--- src/rtl/apr_defs.svh ---
// Offsets, field positions, reset values and bus codes for the alternate pin router
//
// How it works
// - Select bits steer functions between pins
// - Seven relocatable functions, no more
// - Select changes never touch direction registers
// - Overrides follow the currently selected pin
// - Unselected pin sees no function influence
// - Small package moves pwm2 B to port_b_pin5
`ifndef APR_DEFS_SVH
`define APR_DEFS_SVH

// Register byte offsets within the slave window
`define APR_CTRL_OFFSET   12'h000
`define APR_STAT_OFFSET   12'h004

// Control register layout
`define APR_CTRL_RESET    8'h00
`define APR_CTRL_MASK     8'h7f
`define APR_SEL_CAPTURE2  0
`define APR_SEL_SLAVE_SEL 1
`define APR_SEL_COMP2     2
`define APR_SEL_LATCH_INV 3
`define APR_SEL_PWM2_B    4
`define APR_SEL_TMR1_GATE 5
`define APR_SEL_CAPTURE3  6
`define APR_NUM_FUNC      7

// Status register layout
`define APR_STAT_SEL_LSB  0
`define APR_STAT_LVL_LSB  8

// Bus codes
`define APR_HTRANS_NONSEQ 2'h2
`define APR_HTRANS_SEQ    2'h3
`define APR_HRESP_OKAY    1'h0

`endif

--- src/rtl/apr_pkg.sv ---
// Types shared by the alternate pin router files
package apr_pkg;

	// Override bundle that a function applies to one pin
	typedef struct packed {
		logic port_ovr;
		logic port_val;
		logic dir_ovr;
		logic dir_val;
	} apr_pin_ovr_t;

	// Address phase of an AHB-Lite transfer as seen by the slave
	typedef struct packed {
		logic        sel;
		logic [1:0]  trans;
		logic        write;
		logic [2:0]  size;
		logic [11:0] addr;
	} apr_ahb_req_t;

	// Data phase kind
	typedef enum logic [1:0] {
		APR_PH_IDLE,
		APR_PH_READ,
		APR_PH_WRITE
	} apr_phase_t;

endpackage : apr_pkg

--- src/rtl/apr_route_out.sv ---
// Output side steering of one function onto its default or alternate pin
`timescale 1ns/100ps

module apr_route_out (
	// Clock and reset
	input  wire logic                  hclk,
	input  wire logic                  hresetn,
	// Select and function request
	input  wire logic                  sel,
	input  wire apr_pkg::apr_pin_ovr_t drive,
	// Pin overrides
	output apr_pkg::apr_pin_ovr_t      dflt_ovr,
	output apr_pkg::apr_pin_ovr_t      alt_ovr
);

	apr_pkg::apr_pin_ovr_t next_dflt_ovr;
	apr_pkg::apr_pin_ovr_t next_alt_ovr;

	always_comb begin
		// Idle pin gets an all-clear bundle so its own port logic rules it
		next_dflt_ovr = sel ? '0 : drive;
		next_alt_ovr  = sel ? drive : '0;
	end

	always_ff @(posedge hclk or negedge hresetn) begin
		if (!hresetn) begin
			dflt_ovr <= '0;
			alt_ovr  <= '0;
		end else begin
			dflt_ovr <= next_dflt_ovr;
			alt_ovr  <= next_alt_ovr;
		end
	end

endmodule : apr_route_out

--- src/rtl/apr_route_in.sv ---
// Input side steering: the function hears only its selected pin
`timescale 1ns/100ps

module apr_route_in (
	// Clock and reset
	input  wire logic hclk,
	input  wire logic hresetn,
	// Select and pin levels
	input  wire logic sel,
	input  wire logic level_dflt,
	input  wire logic level_alt,
	// Level delivered to the function
	output logic      level
);

	logic next_level;

	always_comb begin
		next_level = sel ? level_alt : level_dflt;
	end

	always_ff @(posedge hclk or negedge hresetn) begin
		if (!hresetn) begin
			level <= 1'b0;
		end else begin
			level <= next_level;
		end
	end

endmodule : apr_route_in

--- src/rtl/apr_pin_steer.sv ---
// Alternate pin router: AHB-Lite register slave and per-function pin steering
//
// Chosen here: the AHB-Lite register port and the register addresses.
`timescale 1ns/100ps
`include "apr_defs.svh"

module apr_pin_steer #(
	parameter int          NUM_FUNC  = `APR_NUM_FUNC,
	parameter bit          SMALL_PKG = 1'b1
) (
	// Clock and reset
	input  wire logic                  hclk,
	input  wire logic                  hresetn,
	// AHB-Lite slave
	input  wire logic                  hsel,
	input  wire logic [31:0]           haddr,
	input  wire logic [1:0]            htrans,
	input  wire logic                  hwrite,
	input  wire logic [2:0]            hsize,
	input  wire logic [31:0]           hwdata,
	input  wire logic                  hready,
	output logic                       hreadyout,
	output logic [31:0]                hrdata,
	output logic                       hresp,
	// Peripheral side, indexed by select bit position
	input  wire apr_pkg::apr_pin_ovr_t periph_drive [NUM_FUNC],
	output logic                       periph_level [NUM_FUNC],
	// Pin side, default and alternate pin of each function
	input  wire logic                  pin_level_dflt [NUM_FUNC],
	input  wire logic                  pin_level_alt  [NUM_FUNC],
	output apr_pkg::apr_pin_ovr_t      pin_ovr_dflt   [NUM_FUNC],
	output apr_pkg::apr_pin_ovr_t      pin_ovr_alt    [NUM_FUNC],
	// Large package alternate pin for pwm2 output B
	output apr_pkg::apr_pin_ovr_t      port_d_pin2_ovr
);

	////////////////////////////////////////////////////////////////////////////////
	// Address decode helpers

	function automatic logic apr_is_ctrl(input logic [11:0] addr);
		apr_is_ctrl = (addr[11:2] == 10'(`APR_CTRL_OFFSET >> 2));
	endfunction : apr_is_ctrl

	function automatic logic apr_is_stat(input logic [11:0] addr);
		apr_is_stat = (addr[11:2] == 10'(`APR_STAT_OFFSET >> 2));
	endfunction : apr_is_stat

	////////////////////////////////////////////////////////////////////////////////
	// Bus state

	apr_pkg::apr_ahb_req_t req;
	apr_pkg::apr_phase_t   phase;
	apr_pkg::apr_phase_t   next_phase;
	logic [11:0]           dph_addr;
	logic [11:0]           next_dph_addr;
	logic [7:0]            ctrl;
	logic [7:0]            next_ctrl;
	logic [31:0]           next_hrdata;
	logic                  take;
	logic [31:0]           stat_word;
	logic [31:0]           periph_level_word;
	logic [NUM_FUNC-1:0]   applied_sel;

	always_comb begin
		req.sel   = hsel;
		req.trans = htrans;
		req.write = hwrite;
		req.size  = hsize;
		req.addr  = haddr[11:0];
	end

	// Zero wait states: every transfer completes in one data phase
	assign hreadyout = 1'b1;
	assign hresp     = `APR_HRESP_OKAY;

	assign take = req.sel && hready &&
		(req.trans == `APR_HTRANS_NONSEQ || req.trans == `APR_HTRANS_SEQ);

	////////////////////////////////////////////////////////////////////////////////
	// Phase tracking and register write

	always_comb begin
		next_phase    = phase;
		next_dph_addr = dph_addr;
		next_ctrl     = ctrl;
		// Write lands at the end of its data phase
		if (phase == apr_pkg::APR_PH_WRITE && apr_is_ctrl(dph_addr)) begin
			// Only the select bits touch this register; direction state lives elsewhere
			next_ctrl = hwdata[7:0] & `APR_CTRL_MASK;
		end
		if (hready) begin
			if (take) begin
				next_phase    = req.write ? apr_pkg::APR_PH_WRITE : apr_pkg::APR_PH_READ;
				next_dph_addr = req.addr;
			end else begin
				next_phase = apr_pkg::APR_PH_IDLE;
			end
		end
	end

	always_ff @(posedge hclk or negedge hresetn) begin
		if (!hresetn) begin
			phase    <= apr_pkg::APR_PH_IDLE;
			dph_addr <= 12'h000;
			ctrl     <= `APR_CTRL_RESET;
		end else begin
			phase    <= next_phase;
			dph_addr <= next_dph_addr;
			ctrl     <= next_ctrl;
		end
	end

	////////////////////////////////////////////////////////////////////////////////
	// Read data

	// Selects actually in force on the pins, lagging ctrl by one cycle
	logic [NUM_FUNC-1:0] next_applied_sel;

	always_comb begin
		next_applied_sel = ctrl[NUM_FUNC-1:0];
	end

	always_ff @(posedge hclk or negedge hresetn) begin
		if (!hresetn) begin
			applied_sel <= '0;
		end else begin
			applied_sel <= next_applied_sel;
		end
	end

	always_comb begin
		periph_level_word = 32'h0000_0000;
		for (int i = 0; i < NUM_FUNC; i++) begin
			periph_level_word[i] = periph_level[i];
		end
		stat_word = 32'h0000_0000;
		stat_word[`APR_STAT_SEL_LSB +: NUM_FUNC] = applied_sel;
		stat_word[`APR_STAT_LVL_LSB +: NUM_FUNC] = periph_level_word[NUM_FUNC-1:0];
	end

	// Read value is built from next_ctrl so a write just before is seen at once
	always_comb begin
		next_hrdata = 32'h0000_0000;
		if (take && !req.write) begin
			if (apr_is_ctrl(req.addr)) begin
				next_hrdata = {24'h00_0000, next_ctrl};
			end else if (apr_is_stat(req.addr)) begin
				next_hrdata = stat_word;
			end else begin
				next_hrdata = 32'h0000_0000;
			end
		end
	end

	always_ff @(posedge hclk or negedge hresetn) begin
		if (!hresetn) begin
			hrdata <= 32'h0000_0000;
		end else begin
			hrdata <= next_hrdata;
		end
	end

	////////////////////////////////////////////////////////////////////////////////
	// Per-function steering; index order matches the select bit positions

	apr_pkg::apr_pin_ovr_t route_dflt [NUM_FUNC];
	apr_pkg::apr_pin_ovr_t route_alt  [NUM_FUNC];

	for (genvar g = 0; g < NUM_FUNC; g++) begin : g_func
		apr_route_out u_out (
			.hclk     (hclk),
			.hresetn  (hresetn),
			.sel      (ctrl[g]),
			.drive    (periph_drive[g]),
			.dflt_ovr (route_dflt[g]),
			.alt_ovr  (route_alt[g])
		);
		apr_route_in u_in (
			.hclk       (hclk),
			.hresetn    (hresetn),
			.sel        (ctrl[g]),
			.level_dflt (pin_level_dflt[g]),
			.level_alt  (pin_level_alt[g]),
			.level      (periph_level[g])
		);
	end

	////////////////////////////////////////////////////////////////////////////////
	// Package dependent alternate pin for pwm2 output B

	// Small package: alternate is port_b_pin5; large package uses port D pin 2
	always_comb begin
		for (int i = 0; i < NUM_FUNC; i++) begin
			pin_ovr_dflt[i] = route_dflt[i];
			pin_ovr_alt[i]  = route_alt[i];
		end
		port_d_pin2_ovr = '0;
		if (SMALL_PKG) begin
			pin_ovr_alt[`APR_SEL_PWM2_B] = route_alt[`APR_SEL_PWM2_B];
		end else begin
			pin_ovr_alt[`APR_SEL_PWM2_B] = '0;
			port_d_pin2_ovr              = route_alt[`APR_SEL_PWM2_B];
		end
	end

endmodule : apr_pin_steer

--- config.mk ---
export PLATFORM = sky130hd
export DESIGN_NAME = apr_pin_steer
export DESIGN_NICKNAME = d
export VERILOG_FILES = /design/src/rtl/apr_pkg.sv /design/src/rtl/apr_route_out.sv /design/src/rtl/apr_route_in.sv /design/src/rtl/apr_pin_steer.sv
export VERILOG_INCLUDE_DIRS = /design/src /design/src/rtl
export SDC_FILE = /design/constraint.sdc
export NUM_CORES = 1
export LEC_CHECK = 0
export ABC_AREA = 1
export ABC_CLOCK_PERIOD_IN_PS = 3040
export BUFFER_PORTS_ARGS = -buffer_cell sky130_fd_sc_hd__buf_2
export CORE_MARGIN = 1.5
export CORE_UTILIZATION = 40
export CTS_BUF_LIST = sky130_fd_sc_hd__clkbuf_8 sky130_fd_sc_hd__clkbuf_16
export CTS_CLUSTER_DIAMETER = 100
export DETAILED_ROUTE_END_ITERATION = 12
export HOLD_SLACK_MARGIN = 0.08
export PLACE_DENSITY = 0.72
export SLEW_MARGIN = 10
export SYNTH_ARGS = -nofsm -noshare
export SYNTH_HDL_FRONTEND = slang
export SYNTH_SLANG_ARGS = --single-unit
--- constraint.sdc ---
create_clock -name hclk -period 3.04 [get_ports hclk]
set_input_delay 0.152 -clock hclk [delete_from_list [all_inputs] [get_ports hclk]]
set_output_delay 0.152 -clock hclk [all_outputs]
set_load 0.005 [all_outputs]
## Word level (Yosys, flattened, before mapping)

Index checks and enable logic that the tools add are counted.

- Output and inout port bits: 101
- Bits of input ports: 116
- Word-level logic and storage cells: 108
- Register bits after elaboration: 124

- Eq/ne operators: 4
- Multiplexer cells: 27
- Reduce and logical (&&, ||, !) cells: 9

Operators by type and width:

| operator | count |
|---|---|
| $mux 4 | 14 |
| $mux 15 | 3 |
| $logic_not 10->1 | 2 |
| $eq 10x1->1 const B | 1 |
| $mux 8 | 1 |
| $mux 1 | 7 |
| $eq 2x2->1 const B | 3 |
| $logic_and 1x1->1 | 4 |
| $mux 2 | 2 |
| $reduce_and 2->1 | 1 |
| $logic_not 1->1 | 1 |
| $logic_or 1x1->1 | 1 |

## Depth between registers and ports, before layout

- Depth in word-level cells: 5
- Gate-level depth with buffers: 7
- Depth with buffers taken out: 7

## By module

Synthesis repeated with hierarchy kept, for this count alone.

- Cells, all modules: 417
- Area total of the unflattened synthesis: 4077.7 um^2

By module, submodules not included:

| module | area each (um^2) | seq. area each (um^2) | times used | cells an instance |
|---|---|---|---|---|
| apr_route_out | 271.5 | 200.2 | 7 | 25 |
| apr_pin_steer | 1896.8 | 1051.0 | 1 | 207 |
| apr_route_in | 40.0 | 25.0 | 7 | 5 |

## Worst setup path after synthesis

OpenSTA, ideal clock, no wires.

- Path type: reg2reg
- From: register dph_addr[6]
- To: register hrdata[7]
- Stages on the path, launching flop included: 7
- Path buffers: 0
- Arrival time: 1036 ps
- Path slack: 1887 ps
- Setup time: 117 ps
- Required time: 2923 ps
- Clock period less this slack: 1153 ps
- Path through: dfrtp_1 clkinv_2 nand2_2 nor2_4 nand3_4 and2_4 and2_4

- Longest elaborated chain between the ends: 5

Ends and longest elaborated chain:

| element | line | RTL |
|---|---|---|
| from (decl) | apr_pin_steer.sv:54 | `logic [11:0] dph_addr;` |
| from (signal assigned) | apr_pin_steer.sv:108 | `dph_addr <= next_dph_addr;` |
| $logic_not 10->1 | apr_pin_steer.sv:41 | `` apr_is_ctrl = (addr[11:2] == 10'(`APR_CTRL_OFFSET >> 2)); `` |
| $logic_and 1x1->1 | apr_pin_steer.sv:87 | `if (phase == apr_pkg::APR_PH_WRITE && apr_is_ctrl(dph_addr)) begin` |
| $mux 8 | apr_pin_steer.sv:87 |  |
| via next_ctrl[7] | apr_pin_steer.sv:57 | `logic [7:0] next_ctrl;` |
| $mux 15 | apr_pin_steer.sv:145 | `if (apr_is_ctrl(req.addr)) begin` |
| $mux 15 | apr_pin_steer.sv:144 | `if (take && !req.write) begin` |
| via next_hrdata[7] | apr_pin_steer.sv:58 | `logic [31:0] next_hrdata;` |
| to (signal assigned) | apr_pin_steer.sv:159 | `hrdata <= next_hrdata;` |
| to (decl) | apr_pin_steer.sv:23 | `output logic [31:0] hrdata,` |

The timed path passes the listed nets, and every way through them passes these cells.
A chain may end at the register's enable or synchronous reset.

## Final worst setup path

- From: input hready
- To: register hrdata[3]

- Longest elaborated chain between the ends: 4

Ends and longest elaborated chain:

| element | line | RTL |
|---|---|---|
| from (decl) | apr_pin_steer.sv:21 | `input wire logic hready,` |
| $logic_and 1x1->1 (2 in series) | apr_pin_steer.sv:76 | `assign take = req.sel && hready &&` |
| $logic_and 1x1->1 | apr_pin_steer.sv:144 |  |
| $mux 15 | apr_pin_steer.sv:144 |  |
| via next_hrdata[3] | apr_pin_steer.sv:58 |  |

The timed path passes the listed nets, and every way through them passes these cells.

==> impl_metrics.env <==
export IMPL_yosysUniqueCellTypes=23
export IMPL_vdd_drop_max_mv=0.262
export IMPL_min_period_over_period_pct=49.6
export IMPL_static_leakage_power_nw=3.38
export IMPL_stdcell_count=744
export IMPL_rsz0062_at_grt="no"
export IMPL_drive_above_1_share_pct=28.5
export IMPL_floorplan_rows=36
export IMPL_fmax_mhz=664
export IMPL_yosys_warnings=0
export IMPL_final_fill_count=844
export IMPL_max_slew_margin_pct=28.6
export IMPL_grt_pass1_vias=3101
export IMPL_fin_total_pwr_mw=2.74
export IMPL_grt_overflow_total=0
export IMPL_start_util_pct=41.7
export IMPL_yosys_register_bits=105
export IMPL_pin_count_of_the_biggest_net_entering_global_routing=89
export IMPL_synth_cell_area_sq_mm=0.00411
export IMPL_tritoncts_num_sinks=105
export IMPL_post_layout_net_count=722
export IMPL_outcome="complete, no violations"
export IMPL_gate_count_post_synth=417
export IMPL_initial_antenna_violation_count=0
export IMPL_ant_nets=0
export IMPL_placement_cell_area_sq_mm=0.00479
export IMPL_final_setup_worst_slack_ns=1.53
export IMPL_synth_seq_area_share_pct=63.9
export IMPL_die_w_um=104
export IMPL_report_final_hold_viol_count=0
export IMPL_dp_hpwl_um=5880
export IMPL_fp_dieArea_sq_mm=0.0109
export IMPL_footprint_of_the_multi_input_gates_sq_um=942
export IMPL_p_per_area_mw_per_mm2=494
export IMPL_grt_first_pass_wirelength_um=14700
export IMPL_post_cts_resize_count=0
export IMPL_route_final_wire_length_um=8930
export IMPL_clockRootBuffer="clkbuf_8"
export IMPL_clock_insertion_delay_worst_skew_ns=0.36
export IMPL_io_pins=217
export IMPL_floorplan_die_height_um=104
export IMPL_final_area_sq_mm=0.00555
export IMPL_avgSynthCellArea_sq_um=9.86
export IMPL_final_setup_skew_ns=0.00977
export IMPL_fin_setup_tns_ns=0
export IMPL_drcViolationCount=0
export IMPL_worst_setup_path_start_kind="input port"
export IMPL_detailedRoute_firstPassIterationCount=4
export IMPL_clock_tree_from_tritoncts="done"
export IMPL_fin_crit_ns=1.51
export IMPL_final_cell_mix="buf_2, dfrtp_1, nand2_1, inv_1, dlygate4sd3_1"
export IMPL_area_growth_synth_to_final_pct=35.0
export IMPL_floorplan_core_area_sq_mm=0.00986
export IMPL_final_antenna_diode_count=0
export IMPL_tightest_slew_ns=1.07
export IMPL_report_final_setup_viol=0
export IMPL_worst_hold_path_type="in2reg"
export IMPL_htree_levels=3
export IMPL_worstSetupPathType="in2reg"
export IMPL_number_of_buffers_created_by_cts=9
export IMPL_gp_routability_congestion=0.748
export IMPL_route_vias_total=3091
export IMPL_buffer_ports_inserted=142
export IMPL_critical_path_max_fanout=20
export IMPL_critPathCaptureType="register"
export IMPL_post_place_cells=674
export IMPL_slew_violations=0
export IMPL_final_seq_area_sq_mm=0.00263
export IMPL_arrival_worst_endpoint_ns=1.81
export IMPL_required_worst_endpoint_ns=3.34
export IMPL_layout_commonest_cell="buf_2"
export IMPL_vias_per_cell=4.15
export IMPL_wl_per_cell_um=12.0
export IMPL_ctsLongestPathBuffers=2
export IMPL_grt_util_all_layers_pct=17.4
export IMPL_dpl_worst_slack_ns=1.61
export IMPL_drv_cap=0
export IMPL_iteration_0_drc_markers=98
export IMPL_cts_clk_slew_worst_paths_ns=0.09
-- final cells by class --
type / count / share of cell area [%]
inverters: 87 / 5.98
well taps: 133 / 3.00
flip-flops and latches: 105 / 47.4
multi-input cells: 206 / 17.0
clock buffers: 10 / 2.48
clock inverters: 6 / 1.49
repair buffers: 197 / 22.7
-- routing by layer --
| layer | track usage (%) | wire, um | part of all wire (%) | vias up |
|---|---|---|---|---|
| li1 | - | - | - | 1526 |
| met1 | 20.8 | 3790 | 42 | 1441 |
| met2 | 30.2 | 4470 | 50 | 113 |
| met3 | 3.88 | 512 | 5.7 | 11 |
| met4 | 6.94 | 152 | 1.7 | 0 |
| met5 | 0 | 0 | 0 | - |
-- what timing repair did --
item                                   CTS  global route
endpoints found under the hold margin  162             0
hold buffers                            54             0
buffers inserted                         0             0
-- critical path: stages --
cell and delay [ns]:
dlygate4sd3_1 0.53, buf_2 0.16, nand3_4 0.23, nor2_8 0.27, inv_4 0.07, nor2_8 0.19
nand3_1 0.11, nand2_1 0.08
-- logic make-up (layout without fill, tap and decap cells) --
| kind of cell | Yosys count | in the layout | synth area share, % |
|---|---|---|---|
| AOI/OAI and AO/OA | 10 | 10 | 1.25 |
| buffers and inverters | 127 | 300 | 15.1 |
| DFF | 105 | 105 | 63.9 |
| muxes | 2 | 2 | 0.548 |
| other | 2 | 23 | 0.183 |
| and+or+nand+nor | 171 | 171 | 19.0 |
-- synth_stat cells --
cell / instances / area, sq um
o21ai_0: 7 / 35.0
nor2_4: 2 / 22.5
nor2_2: 1 / 6.26
nand3_1: 22 / 110
dfrtp_1: 105 / 2630
inv_1: 84 / 315
conb_1: 2 / 7.51
and2_4: 3 / 26.3
a21oi_1: 2 / 10.0
nand2_1: 85 / 319
and2_1: 7 / 43.8
nand2_2: 1 / 6.26
nand3_4: 2 / 35.0
inv_4: 1 / 6.26
o22ai_1: 1 / 6.26
buf_8: 1 / 15.0
buf_4: 30 / 225
mux2_2: 2 / 22.5
clkinv_2: 2 / 10.0
buf_6: 2 / 22.5
nor2_1: 46 / 173
clkbuf_1: 7 / 26.3
nor2_8: 2 / 40.0
-- final timing paths --
kind	startpoint	to	slack, ns	cells after the start
setup / recovery	hready	hrdata[3]$_DFF_PN0_	1.53	8
hold / removal	hwrite	phase[1]$_DFFE_PN0P_	0.10	3
setup reg to reg	ctrl[5]$_DFF_PN0_	g_func[5].u_in.level$_DFF_PN0_	1.58	4
hold reg to reg	applied_sel[2]$_DFF_PN0_	hrdata[2]$_DFF_PN0_	0.49	2
max in group asynchronous	hresetn	dph_addr[8]$_DFFE_PN0P_	1.63	3
min in group asynchronous	hresetn	g_func[5].u_out.dflt_ovr[2]$_DFF_PN0_	0.50	2
-- registers in the layout, indices dropped and copies added (netlist names) --
| signal | cells |
|---|---|
| ctrl | 8 |
| dph_addr | 10 |
| g_func.u_out.alt_ovr | 28 |
| g_func.u_in.level | 7 |
| phase | 2 |
| applied_sel | 7 |
| g_func.u_out.dflt_ovr | 28 |
| hrdata | 15 |
-- power breakdown --
group	switching (mW)	internal [mW]
Clock	0.451	0.482
Sequential	0.0426	1.47
Combinational	0.153	0.146
-- stage by stage --
stage	hold WS, ns	util [%]
floorplan	-0.144	-
global placement	0.348	48.5
detailed placement	0.357	48.5
CTS	0.0820	56.3
global route	0.0995	56.3
finish	0.101	56.3
Power figures use the tool's default switching activity.
